<file path="src/core/timer_rb_regs.svh">
/*
  Register indices, field positions and reset values of the
  prescaled reload timer. Assumes byte address = index * 4 on the bus.
*/
`ifndef TIMER_RB_REGS_SVH
`define TIMER_RB_REGS_SVH

// ----------------------------------------------------------------
// Register indices (byte address is four times the index)
// ----------------------------------------------------------------
`define IDX_TIMER_CONTROL    10'h108
`define IDX_ONESHOT_CONTROL  10'h109
`define IDX_OUTPUT_CONTROL   10'h10A
`define IDX_TIMER_MODE_CFG   10'h10B
`define IDX_PRESCALER_RELOAD 10'h10C
`define IDX_SECONDARY_RELOAD 10'h10D
`define IDX_PRIMARY_RELOAD   10'h10E

// ----------------------------------------------------------------
// Field positions
// ----------------------------------------------------------------
`define BIT_RUN_REQUEST      0
`define BIT_COUNT_ACTIVE     1
`define BIT_FORCED_HALT      2
`define BIT_LEVEL_POLARITY   0
`define BIT_OUTPUT_SOURCE    1
`define BIT_WRITE_TARGET     3
`define BIT_SOURCE_CUTOFF    7
`define LSB_SOURCE_SELECT    4
`define LSB_MODE             0

// ----------------------------------------------------------------
// Reset values
// ----------------------------------------------------------------
`define RST_RELOAD           8'hFF
`define RST_CONTROL          8'h00
`define RST_DIVIDER          3'h7

`endif

</file>
<file path="src/core/timer_rb_pkg.sv">
/*
  Types of the prescaled reload timer: modes, source codes, phase
  and the packed state record. Assumes the _regs header for numbers.
*/
package timer_rb_pkg;

  typedef enum logic [1:0] {
    MODE_TIMER   = 2'h0,
    MODE_WAVE    = 2'h1,
    MODE_ONESHOT = 2'h2,
    MODE_WAIT    = 2'h3
  } mode_t;

  typedef enum logic [1:0] {
    SRC_UNDIVIDED = 2'h0,
    SRC_EIGHTH    = 2'h1,
    SRC_COMPANION = 2'h2,
    SRC_HALF      = 2'h3
  } src_t;

  typedef enum logic {
    PH_PRIMARY,
    PH_SECONDARY
  } phase_t;

  typedef struct packed {
    logic        wr_q;
    logic [9:0]  addr_q;
    logic [7:0]  rdata;
    logic [2:0]  div;
    logic        run;
    logic        active;
    mode_t       mode;
    logic        wtgt;
    src_t        src;
    logic        cut;
    logic [3:0]  ioc;
    logic [7:0]  pre_rld;
    logic [7:0]  pre_cnt;
    logic [7:0]  sec_rld;
    logic [7:0]  pri_rld;
    logic [7:0]  tmr_cnt;
    logic        pre_pend;
    logic        tmr_pend;
    phase_t      phase;
    logic [7:0]  pri_use;
    logic [7:0]  sec_use;
    logic        pri_new;
    logic        osel_act;
    logic        pin;
    logic        irq;
  } state_t;

endpackage

</file>
<file path="src/core/prescaled_reload_timer_waveform.sv">
/*
  Eight-bit reload timer with eight-bit prescaler, timer and waveform
  modes, AHB-Lite register slave. Assumes one hclk domain; the
  companion underflow and port latch come from logic on hclk.
*/
// The AHB-Lite register port was chosen for this implementation.
// Operation
// - Primary reload resets to all ones and returns there on forced halt.
// - Count source: undivided, half, eighth clock or companion underflow.
// - Source code 00 undivided, 01 eighth, 10 companion, 11 half.
// - Timer mode decrements, reloads primary on underflow, keeps counting.
// - Timer underflow rate is source over (prescaler+1)(primary+1).
// - Writing one to the run request starts counting in both modes.
// - Writing zero to run request or one to forced halt stops counting.
// - Forced halt resets reloads, counters, run request and active flags.
// - Timer mode raises an interrupt request on every timer underflow.
// - Prescaler and primary addresses read the live counters.
// - Writes while stopped load both reload register and counter.
// - Timer mode running: target bit 0 loads both, 1 reload only.
// - Counter loads happen on source tick or prescaler underflow only.
// - Waveform mode toggles output per underflow, alternating reloads.
// - Waveform mode starts with the primary interval.
// - Intervals last (pre+1)(primary+1) and (pre+1)(secondary+1) ticks.
// - Waveform interrupt follows secondary underflow with output change.
// - Waveform writes hit reloads only; prescaler used at its next underflow, primary and secondary from the primary interval after a primary write.
// - Waveform primary address reads the running count in any interval.
// - Polarity bit picks primary and secondary output levels.
// - Polarity 0: high primary, low secondary, low stopped; 1 inverse.
// - Output source latched at start or interrupt, from next primary.
// - One-shot register unused here; secondary unused in timer mode.
`include "timer_rb_regs.svh"
`timescale 1ns/1ps
`default_nettype none

module prescaled_reload_timer_waveform
(
  input  wire logic                 hclk,
  input  wire logic                 hresetn,
  input  wire logic                 hsel,
  input  wire logic [11:0]          haddr,
  input  wire logic [1:0]           htrans,
  input  wire logic                 hwrite,
  input  wire logic [2:0]           hsize,
  input  wire logic [31:0]          hwdata,
  input  wire logic                 hready,
  output logic      [31:0]          hrdata,
  output logic                      hreadyout,
  output logic                      hresp,
  input  wire logic                 companion_uf,
  input  wire logic                 shared_port_latch,
  output logic                      pulse_out_pin,
  output logic                      pulse_out_oe,
  output logic                      timer_irq
);
  import timer_rb_pkg::*;

  // ----------------------------------------------------------------
  // State
  // ----------------------------------------------------------------
  state_t s_r;
  state_t s_nxt;
  logic   tick;
  logic   pre_uf;
  logic   tmr_uf;
  logic   take;
  logic   wave;
  logic   hold;
  logic [7:0] wd;
  logic [7:0] rd;

  // Reset image of the whole state record; one constant keeps the
  // asynchronous reset branch free of anything but a constant
  localparam state_t RESET_STATE = '{
    wr_q:     1'b0,
    addr_q:   10'h000,
    rdata:    8'h00,
    div:      `RST_DIVIDER,
    run:      1'b0,
    active:   1'b0,
    mode:     MODE_TIMER,
    wtgt:     1'b0,
    src:      SRC_UNDIVIDED,
    cut:      1'b0,
    ioc:      4'h0,
    pre_rld:  `RST_RELOAD,
    pre_cnt:  `RST_RELOAD,
    sec_rld:  `RST_RELOAD,
    pri_rld:  `RST_RELOAD,
    tmr_cnt:  `RST_RELOAD,
    pre_pend: 1'b0,
    tmr_pend: 1'b0,
    phase:    PH_PRIMARY,
    pri_use:  `RST_RELOAD,
    sec_use:  `RST_RELOAD,
    pri_new:  1'b0,
    osel_act: 1'b0,
    pin:      1'b0,
    irq:      1'b0
  };

  // Read mux on the address phase
  // A read right after a write to the same register still shows the old value
  always_comb
  begin
    unique case (haddr[11:2])
      `IDX_TIMER_CONTROL:
        rd = {6'h00, s_r.active, s_r.run};
      `IDX_OUTPUT_CONTROL:
        rd = {4'h0, s_r.ioc};
      `IDX_TIMER_MODE_CFG:
        rd = {s_r.cut, 1'b0, s_r.src, s_r.wtgt, 1'b0, s_r.mode};
      `IDX_PRESCALER_RELOAD:
        rd = s_r.pre_cnt;
      `IDX_PRIMARY_RELOAD:
        rd = s_r.tmr_cnt;
      default:
        rd = 8'h00;
    endcase
  end

  // Next-state logic: bus, divider, counting, then register writes
  always_comb
  begin
    s_nxt  = s_r;
    wd     = hwdata[7:0];
    pre_uf = 1'b0;
    tmr_uf = 1'b0;
    wave   = (s_r.mode == MODE_WAVE);
    take   = hsel && htrans[1] && hready;
    s_nxt.irq    = 1'b0;
    s_nxt.wr_q   = take && hwrite;
    s_nxt.addr_q = haddr[11:2];
    if (take && !hwrite)
    begin
      s_nxt.rdata = rd;
    end

    // Count source selection
    // Free-running divider gives half and eighth rates; cutoff gates every tick
    s_nxt.div = s_r.div - 3'h1;
    unique case (s_r.src)
      SRC_UNDIVIDED: tick = 1'b1;
      SRC_EIGHTH:    tick = (s_r.div == 3'h0);
      SRC_COMPANION: tick = companion_uf;
      SRC_HALF:      tick = s_r.div[0];
    endcase
    hold = s_r.cut;
    tick = tick && !hold;

    // Prescaler stage
    // A pending write loads on a tick instead of a decrement, never at once
    if (s_r.active && tick)
    begin
      if (s_r.pre_pend)
      begin
        s_nxt.pre_cnt  = s_r.pre_rld;
        s_nxt.pre_pend = 1'b0;
      end
      else if (s_r.pre_cnt == 8'h00)
      begin
        s_nxt.pre_cnt = s_r.pre_rld;
        pre_uf = 1'b1;
      end
      else
      begin
        s_nxt.pre_cnt = s_r.pre_cnt - 8'h01;
      end
    end

    // Timer stage counts prescaler underflows
    // A counter at zero underflows on its next tick, so n spans n+1 ticks
    if (pre_uf)
    begin
      if (s_r.tmr_pend)
      begin
        s_nxt.tmr_cnt  = s_r.pri_rld;
        s_nxt.tmr_pend = 1'b0;
      end
      else if (s_r.tmr_cnt == 8'h00)
      begin
        tmr_uf = 1'b1;
      end
      else
      begin
        s_nxt.tmr_cnt = s_r.tmr_cnt - 8'h01;
      end
    end

    // Underflow handling per mode
    // Interrupt is registered with the pin so both change on one edge
    if (tmr_uf)
    begin
      if (wave)
      begin
        if (s_r.phase == PH_PRIMARY)
        begin
          s_nxt.tmr_cnt = s_r.sec_use;
          s_nxt.phase   = PH_SECONDARY;
        end
        else
        begin
          s_nxt.phase    = PH_PRIMARY;
          s_nxt.irq      = 1'b1;
          s_nxt.osel_act = s_r.ioc[`BIT_OUTPUT_SOURCE];
          if (s_r.pri_new)
          begin
            s_nxt.pri_use = s_r.pri_rld;
            s_nxt.sec_use = s_r.sec_rld;
            s_nxt.tmr_cnt = s_r.pri_rld;
            s_nxt.pri_new = 1'b0;
          end
          else
          begin
            s_nxt.tmr_cnt = s_r.pri_use;
          end
        end
      end
      else
      begin
        s_nxt.tmr_cnt = s_r.pri_rld;
        s_nxt.irq     = 1'b1;
      end
    end

    // Register writes in the data phase; they win over counting
    if (s_r.wr_q)
    begin
      unique case (s_r.addr_q)
        `IDX_TIMER_CONTROL:
        begin
          // Halt wins over a run request in the same write
          if (wd[`BIT_FORCED_HALT])
          begin
            s_nxt.run      = 1'b0;
            s_nxt.active   = 1'b0;
            s_nxt.pre_rld  = `RST_RELOAD;
            s_nxt.pre_cnt  = `RST_RELOAD;
            s_nxt.sec_rld  = `RST_RELOAD;
            s_nxt.sec_use  = `RST_RELOAD;
            s_nxt.pri_rld  = `RST_RELOAD;
            s_nxt.pri_use  = `RST_RELOAD;
            s_nxt.tmr_cnt  = `RST_RELOAD;
            s_nxt.pre_pend = 1'b0;
            s_nxt.tmr_pend = 1'b0;
            s_nxt.pri_new  = 1'b0;
            s_nxt.phase    = PH_PRIMARY;
            s_nxt.irq      = 1'b0;
          end
          else
          begin
            s_nxt.run    = wd[`BIT_RUN_REQUEST];
            s_nxt.active = wd[`BIT_RUN_REQUEST];
            if (wd[`BIT_RUN_REQUEST] && !s_r.active)
            begin
              s_nxt.phase    = PH_PRIMARY;
              s_nxt.osel_act = s_r.ioc[`BIT_OUTPUT_SOURCE];
              if (wave)
              begin
                s_nxt.pri_use = s_r.pri_rld;
                s_nxt.sec_use = s_r.sec_rld;
                s_nxt.tmr_cnt = s_r.pri_rld;
                s_nxt.pri_new = 1'b0;
              end
            end
          end
        end
        `IDX_ONESHOT_CONTROL:
        begin
          s_nxt.ioc = s_r.ioc;
        end
        `IDX_OUTPUT_CONTROL:
        begin
          s_nxt.ioc = wd[3:0];
        end
        `IDX_TIMER_MODE_CFG:
        begin
          s_nxt.mode = mode_t'(wd[`LSB_MODE +: 2]);
          s_nxt.wtgt = wd[`BIT_WRITE_TARGET];
          s_nxt.src  = src_t'(wd[`LSB_SOURCE_SELECT +: 2]);
          s_nxt.cut  = wd[`BIT_SOURCE_CUTOFF];
        end
        `IDX_PRESCALER_RELOAD:
        begin
          s_nxt.pre_rld = wd;
          if (!s_r.active)
          begin
            s_nxt.pre_cnt  = wd;
            s_nxt.pre_pend = 1'b0;
          end
          else if (!wave && !s_r.wtgt)
          begin
            s_nxt.pre_pend = 1'b1;
          end
        end
        `IDX_SECONDARY_RELOAD:
        begin
          s_nxt.sec_rld = wd;
          if (!s_r.active)
          begin
            s_nxt.sec_use = wd;
          end
        end
        `IDX_PRIMARY_RELOAD:
        begin
          s_nxt.pri_rld = wd;
          if (!s_r.active)
          begin
            s_nxt.tmr_cnt  = wd;
            s_nxt.pri_use  = wd;
            s_nxt.tmr_pend = 1'b0;
          end
          else if (wave)
          begin
            s_nxt.pri_new = 1'b1;
          end
          else if (!s_r.wtgt)
          begin
            s_nxt.tmr_pend = 1'b1;
          end
        end
        default:
        begin
          s_nxt.ioc = s_r.ioc;
        end
      endcase
    end

    // Pin level from phase, polarity and output source
    // Stopped level equals the polarity bit, the secondary level
    if (!s_nxt.active)
    begin
      s_nxt.pin = s_nxt.ioc[`BIT_LEVEL_POLARITY];
    end
    else if (s_nxt.osel_act)
    begin
      s_nxt.pin = shared_port_latch;
    end
    else
    begin
      s_nxt.pin = (s_nxt.phase == PH_PRIMARY) ^
                  s_nxt.ioc[`BIT_LEVEL_POLARITY];
    end
  end

  // State register
  always_ff @(posedge hclk or negedge hresetn)
  begin
    if (!hresetn)
    begin
      s_r <= RESET_STATE;
    end
    else
    begin
      s_r <= s_nxt;
    end
  end

  // ----------------------------------------------------------------
  // Outputs
  // ----------------------------------------------------------------
  // Zero-wait slave: every transfer ends with its data phase
  assign hrdata        = {24'h00_0000, s_r.rdata};
  assign hreadyout     = 1'b1;
  assign hresp         = 1'b0;
  assign pulse_out_pin = s_r.pin;
  assign pulse_out_oe  = (s_r.mode == MODE_WAVE);
  assign timer_irq     = s_r.irq;

endmodule

`default_nettype wire

</file>
<file path="config.mk">
export PLATFORM = sky130hd
export DESIGN_NAME = prescaled_reload_timer_waveform
export DESIGN_NICKNAME = d
export VERILOG_FILES = /design/src/core/timer_rb_pkg.sv /design/src/core/prescaled_reload_timer_waveform.sv
export VERILOG_INCLUDE_DIRS = /design/src /design/src/core
export SDC_FILE = /design/constraint.sdc
export NUM_CORES = 1
export LEC_CHECK = 0
export BUFFER_PORTS_ARGS = -buffer_cell sky130_fd_sc_hd__buf_4
export CAP_MARGIN = 20
export CORE_ASPECT_RATIO = 1.4
export CORE_MARGIN = 2
export CORE_UTILIZATION = 55
export CTS_CLUSTER_SIZE = 30
export DETAILED_ROUTE_END_ITERATION = 6
export PLACE_DENSITY = 0.88
export SLEW_MARGIN = 0
export SYNTH_ARGS = -nofsm -noshare
export SYNTH_HDL_FRONTEND = slang
export SYNTH_SLANG_ARGS = --single-unit
</file>
<file path="constraint.sdc">
create_clock -name hclk -period 5.25 [get_ports hclk]
set_input_delay 0.525 -clock hclk [delete_from_list [all_inputs] [get_ports hclk]]
set_output_delay 0.525 -clock hclk [all_outputs]
set_load 0.005 [all_outputs]
</file>
==> flow_summary.toml, run 1 <==
[clock_network]
numClockSinks = 97
postCtsSetupBuffers = 0
clock-root-buffer = "clkbuf_16"
clk_latency_ns = 0.36
ctsResizeCount = 0
clockBufferDepth = 2
postCtsHoldBufs = 0
cts_tree = "built"
cts_buffers = 9
h-tree-depth = 3
clkTransAtPathRegs_ns = 0.06

[floorplanning]
placement_rows = 44
die_area_sq_um = 11600
ioPinCount = 93
dieHeight_um = 126.6
start_util_pct = 56.79
fp.dieW_um = 91.61
fp.coreArea_sq_um = 10410

[sta]
final.setup.tns_ns = 0
finClkSkew_ns = 0.007884
hold_violations = 0
period_share_pct = 53.66
finalSetupViolCount = 0
relSlewSlack_pct = 30.89
tightest_slew_ns = 1.029
post-route-min-period_ns = 2.817
fmax_ghz = 0.3550
rsz0062_at_grt = "false"
holdWs_ns = 0.1300
worst_slack_ns = 2.433
slew_violations = 0

[yosys]
syn-cell-area_sq_um = 5909
synth_edf_count = 0
synth_top_area_share_pct = 26.23
synth.most_common_cell = "dfstp_2"
synthDistinctLibCells = 80
synth_flop_cell = "dfstp_2"
ys_warn_count = 0
yosysSeqAreaShare_pct = 42.32
synthCells = 625
syn_avg_cell_area_sq_um = 9.455
yosys-top-cells-count = "59 x dfstp_2, 56 x nand2_1, 49 x nor2_1, 44 x o21ai_0, 40 x a21oi_1"
synth.largest_area_cell = "dfstp_2"
async_flop_share_pct = 100.0
synth_area_leaders = "dfstp_2 26%, dfrtp_1 16%, buf_4 4.3%"
ys_ff_latch = 97

[power]
power_mw = 2.078
p_sw_share_pct = 32.20
comb_power_share_pct = 20.4
clkPwrFrac_pct = 30.0
pwr_density_cell_nw_per_um2 = 328.7
p_sw_uw = 669.1
leakage_nw = 2.620
seq_power_share_pct = 49.6
ir_drop_uv = 207.4
power.internal_mw = 1.409

[worst_setup_path]
reg2regPathDepth = 5
crit_chain = "nand4_1 > nor3_1 > o21ai_1 > a211o_1 > nand4_1"
crit_cells = 5
crit_arrival_ns = 3.10
critPathBufInv = 0
start_kind = "flop"
rr_endpoint = "pulse_out_pin"
crit_slowest_cell = "dfrtp_1"
critPathCaptureType = "flop"
crit_family = "simple AND/OR/NAND/NOR gates"
path_max_fanout = 25
critical_path_class = "flop to flop"
worstSetupEndpoint = "pulse_out_pin"
cp_data_required_time_ns = 5.54
cpMostUsedCell = "nand4_1"
cp_slowest_stage_delay_ns = 0.92
r2r_slack_ns = 2.43
r2r_start = "s_r[96]"
critPathLaunch = "s_r[96]"

[route]
drc = 0
ant_nets = 0
vias_per_cell = 6.525
routed_wl_um = 15650
wire_per_inst_um = 20.21
num_vias = 5050
dr.pass1.iters = 7
drtIter0Drc = 656

[min_path]
hold_path.class = "input port to asynchronous set/reset pin"

[global_routing]
antenna_found_initial = 0
top_usage_layer = "met2"
overflow = 0
grt_pass1_wl_um = 25560
grt_util_met2_pct = 46.24
met1_usage_pct = 33.83
grt_usage_pct = 27.88
grt_max_degree = 59
gr-usage-met3_pct = 4.810
grt_pass1_vias = 5005

[outcome]
outcome = "finished, final reports clean"

[finish]
n_antenna_cell = 0
nets = 694
num-fill-cells = 861
drive_above_1_share_pct = 22.80
syn_to_final_growth_pct = 6.966
utilization_pct = 60.75

[placement]
dp.final_hpwl_um = 11420
dp_slack_ns = 2.472
place_congestion = 0.9440
port-buffer-count = 36

[job]
cap_violations = 0
## kinds of logic (layout without fill, tap and decap cells)
group	after synthesis	in the layout	share of synthesized area (%)
multiplexers	31	31	5.547
flip-flops	97	97	42.32
XOR/XNOR	6	6	0.8893
buffers and inverters	83	70	8.003
AO/OA/AOI/OAI	199	199	22.74
other	2	26	0.1271
adder cells (fa/ha/maj)	7	7	1.482
AND/OR/NAND/NOR	200	200	18.89
## power by group through the flow
stage / sequential [mW] / combinational, mW / clock, mW
after floorplan: 0.962 / 0.359 / 0
after global placement: 1.03 / 0.395 / 0
after detailed placement: 1.04 / 0.414 / 0
after CTS: 1.03 / 0.419 / 0.623
after global routing: 1.04 / 0.477 / 0.660
final: 1.03 / 0.425 / 0.622
## layout make-up
class | instances | area [sq um] | share of cell area [%]
multi-input combinational | 469 | 3025 | 47.86
sequential | 97 | 2501 | 39.57
timing repair buffer | 38 | 285.3 | 4.513
clock buffer | 12 | 246.5 | 3.899
tap | 138 | 172.7 | 2.732
inverter | 16 | 60.06 | 0.9501
clock inverter | 4 | 30.03 | 0.4751
## placed cells by master, fill, tap and decap left out, types with 4 or more instances in the layout
cell type and instances:
dfstp_2 59, nand2_1 56, nor2_1 49, o21ai_0 44, a21oi_1 40, dfrtp_1 38, buf_4 38, conb_1 26
mux2i_1 17, nand2b_1 16, o22ai_1 16, inv_1 15, nor2b_1 15, mux2_2 14, nor3_1 12, a22o_1 9
clkbuf_16 9, o31ai_1 8, a211oi_1 8, o21ai_1 8, nand4_1 7, o21bai_1 7, o22a_1 7, ha_1 7
a221o_1 6, a32o_1 6, xor2_1 5, nand3_1 5, nor3b_1 5, a31oi_1 5, a222oi_1 4
## state kept, by name, summed over array words and instances (netlist names)
register / count
hold: 1
hrdata: 8
pulse_out_pin: 1
s_r: 86
timer_irq: 1
## per-stage QoR
| step | instances | area, sq um |
|---|---|---|
| final | 774 | 6321 |
| after global routing | 774 | 6321 |
| after CTS | 774 | 6321 |
| after detailed placement | 758 | 6045 |
| after global placement | 758 | 6045 |
| after floorplan | 649 | 6000 |
## worst min-delay path by stage
stage	from	end	slack, ns	cells after the start
2_1_floorplan	hresetn	hold	0.23	0
3_3_place_gp	hrdata[4]	hrdata[4]	0.47	2
3_5_place_dp	hrdata[6]	hrdata[6]	0.48	2
4_1_cts	hresetn	s_r[90]	0.15	1
5_1_grt	hresetn	s_r[88]	0.18	1
6_report	hresetn	s_r[90]	0.13	1
## layer usage
metal | wire [um] | vias up
li1 | - | 2253
met1 | 5743 | 2414
met2 | 7668 | 315
met3 | 1328 | 68
met4 | 905 | 0
met5 | 0 | -
Note: power is estimated with default switching activity, not from simulation.
==> run 2: changes to the inputs <==
Settings changed: CORE_UTILIZATION 55 to 52, PLACE_DENSITY 0.88 to 0.87.
Clock period 5.25 ns to 2.5 ns, I/O delays scaled along.
==> run 2 against run 1 <==
Flip-flop and latch count is the same; via count is 1.8% higher; final cell count is 3.6% higher; clock skew decreased by 0.0014 ns; critical path depth grew 4; first-iteration DRC count stayed put; die area grew 5.5%; critical endpoint is now s_r[48]; highest routed layer unchanged.
==> flow_summary.toml, run 2 (synthesized netlist as in run 1, its figures left out) <==
[global_routing]
grt_pass1_wl_um = 25840
grt_pass1_vias = 4964
antenna_found_initial = 0
overflow = 0
grt_util_met2_pct = 43.57
met1_usage_pct = 33.95
grt_usage_pct = 27.54
grt_max_degree = 58
top_usage_layer = "met2"
gr-usage-met3_pct = 4.734

[finish]
nets = 716
drive_above_1_share_pct = 25.68
largest_register = "s_r"
syn_to_final_growth_pct = 10.88
final_cell_mix = "59 x dfstp_2, 57 x buf_4, 56 x nand2_1"
num-fill-cells = 944
final_common_cell = "dfstp_2"
n_antenna_cell = 0
largest_reg_flops = 86

[worst_setup_path]
crit_arrival_ns = 2.64
rr_endpoint = "s_r[48]"
r2r_start = "s_r[47]"
path_max_fanout = 21
r2r_slack_ns = 0.14
cp_data_required_time_ns = 2.78
critical_path_class = "flop to flop"
reg2regPathDepth = 9
start_kind = "flop"
critPathCaptureType = "flop"

[floorplanning]
fp.dieW_um = 94.10
start_util_pct = 52.65
ioPinCount = 93
dieHeight_um = 130.1
fp.coreArea_sq_um = 11220
placement_rows = 46
die_area_sq_um = 12250

[clock_network]
h-tree-depth = 3
clkTransAtPathRegs_ns = 0.07
numClockSinks = 97
cts_tree = "built"
cts_buffers = 9
clock-root-buffer = "clkbuf_16"
postCtsSetupBuffers = 0
clockBufferDepth = 2
clk_latency_ns = 0.35

[power]
pwr_density_cell_nw_per_um2 = 697.7
ir_drop_uv = 449.0
power_mw = 4.571
leakage_nw = 2.752

[sta]
finClkSkew_ns = 0.006474
hold_violations = 0
final.setup.tns_ns = 0
rsz0062_at_grt = "false"
relSlewSlack_pct = 51.78
holdWs_ns = 0.01130
fmax_ghz = 0.4245
period_share_pct = 94.22
finalSetupViolCount = 0
post-route-min-period_ns = 2.355
slew_violations = 0
tightest_slew_ns = 0.7051

[route]
wire_per_inst_um = 20.24
drtIter0Drc = 656
routed_wl_um = 16230
vias_per_cell = 6.413
ant_nets = 0
drc = 0
num_vias = 5143
dr.pass1.iters = 5

[outcome]
outcome = "finished, final reports clean"

[min_path]
hold_path.class = "input port to flop"
whs_endpoint = "s_r[91]"
hold_depth = 1
min-delay-start = "haddr[7]"

[placement]
dp.final_hpwl_um = 11990
place_congestion = 0.9560
port-buffer-count = 36

[job]
cap_violations = 0
==> run 2: cell types whose count changed in the layout (fill, tap and decap cells not counted), sizes merged <==
cell / before / now
buf: 38 / 58
clkbuf: 12 / 9
dlygate4sd3: 0 / 2
inv: 16 / 18
bufinv: 0 / 1
clkinv: 2 / 3
clkinvlp: 2 / 1
==> run 2: metrics by stage <==
step                util (%)  setup slack, ns  instance area [sq um]  std cells
global placement       55.37           0.1937                   6215        784
floorplan                  -           0.4146                   6000        649
finish                 58.38           0.1446                   6553        802
CTS                    58.22          0.08872                   6534        801
detailed placement     55.37           0.1046                   6215        784
global route           58.38          0.02129                   6553        802
==> run 2: worst max-delay path by stage <==
stage                        from            end  slack (ns)
after global routing      s_r[93]         s_r[6]        0.02
after detailed placement  s_r[75]  pulse_out_pin        0.10
final                     s_r[47]        s_r[48]        0.14
after global placement    s_r[75]  pulse_out_pin        0.19
after floorplan           s_r[72]  pulse_out_pin        0.41
after CTS                 s_r[47]        s_r[48]        0.09
==> run 2: area by class of cell <==
class                           count  area [sq um]  share of cell area [%]
Tap cell                          144         180.2                   2.750
Sequential cell                    97          2501                   38.17
Clock inverter                      7         83.83                   1.279
Timing Repair Buffer               60         467.9                   7.142
Inverter                           16         60.06                  0.9166
Multi-Input combinational cell    469          3034                   46.31
Clock buffer                        9         225.2                   3.437
==> run 2: report_power, final <==
part | leakage [nW] | switching, mW | internal [mW]
clock | 0.149 | 0.639 | 0.793
combinational | 1.50 | 0.563 | 0.458
sequential | 1.10 | 0.281 | 1.84
==> run 2: metal layers <==
layer	vias to the layer above	wire length, um
li1	2289	-
met1	2438	6088
met2	330	7758
met3	86	1268
met4	0	1115
met5	-	0
==> run 2: worst max-delay path, cell delays in order, from the launching register on <==
cell,delay [ns]
dfstp_2,0.58
inv_1,0.09
ha_1,0.20
nor4b_2,0.15
buf_4,0.15
a21o_2,0.33
nand2_1,0.11
o21ai_0,0.12
mux2_2,0.30
a22o_1,0.24
==> run 2: timing repair <==
| action | 4_1_cts | 5_1_grt |
|---|---|---|
| endpoints found under the setup margin | 0 | 2 |
| gates resized for setup | 0 | 3 |
| hold buffers | 1 | 1 |
| hold endpoints to repair | 20 | 1 |
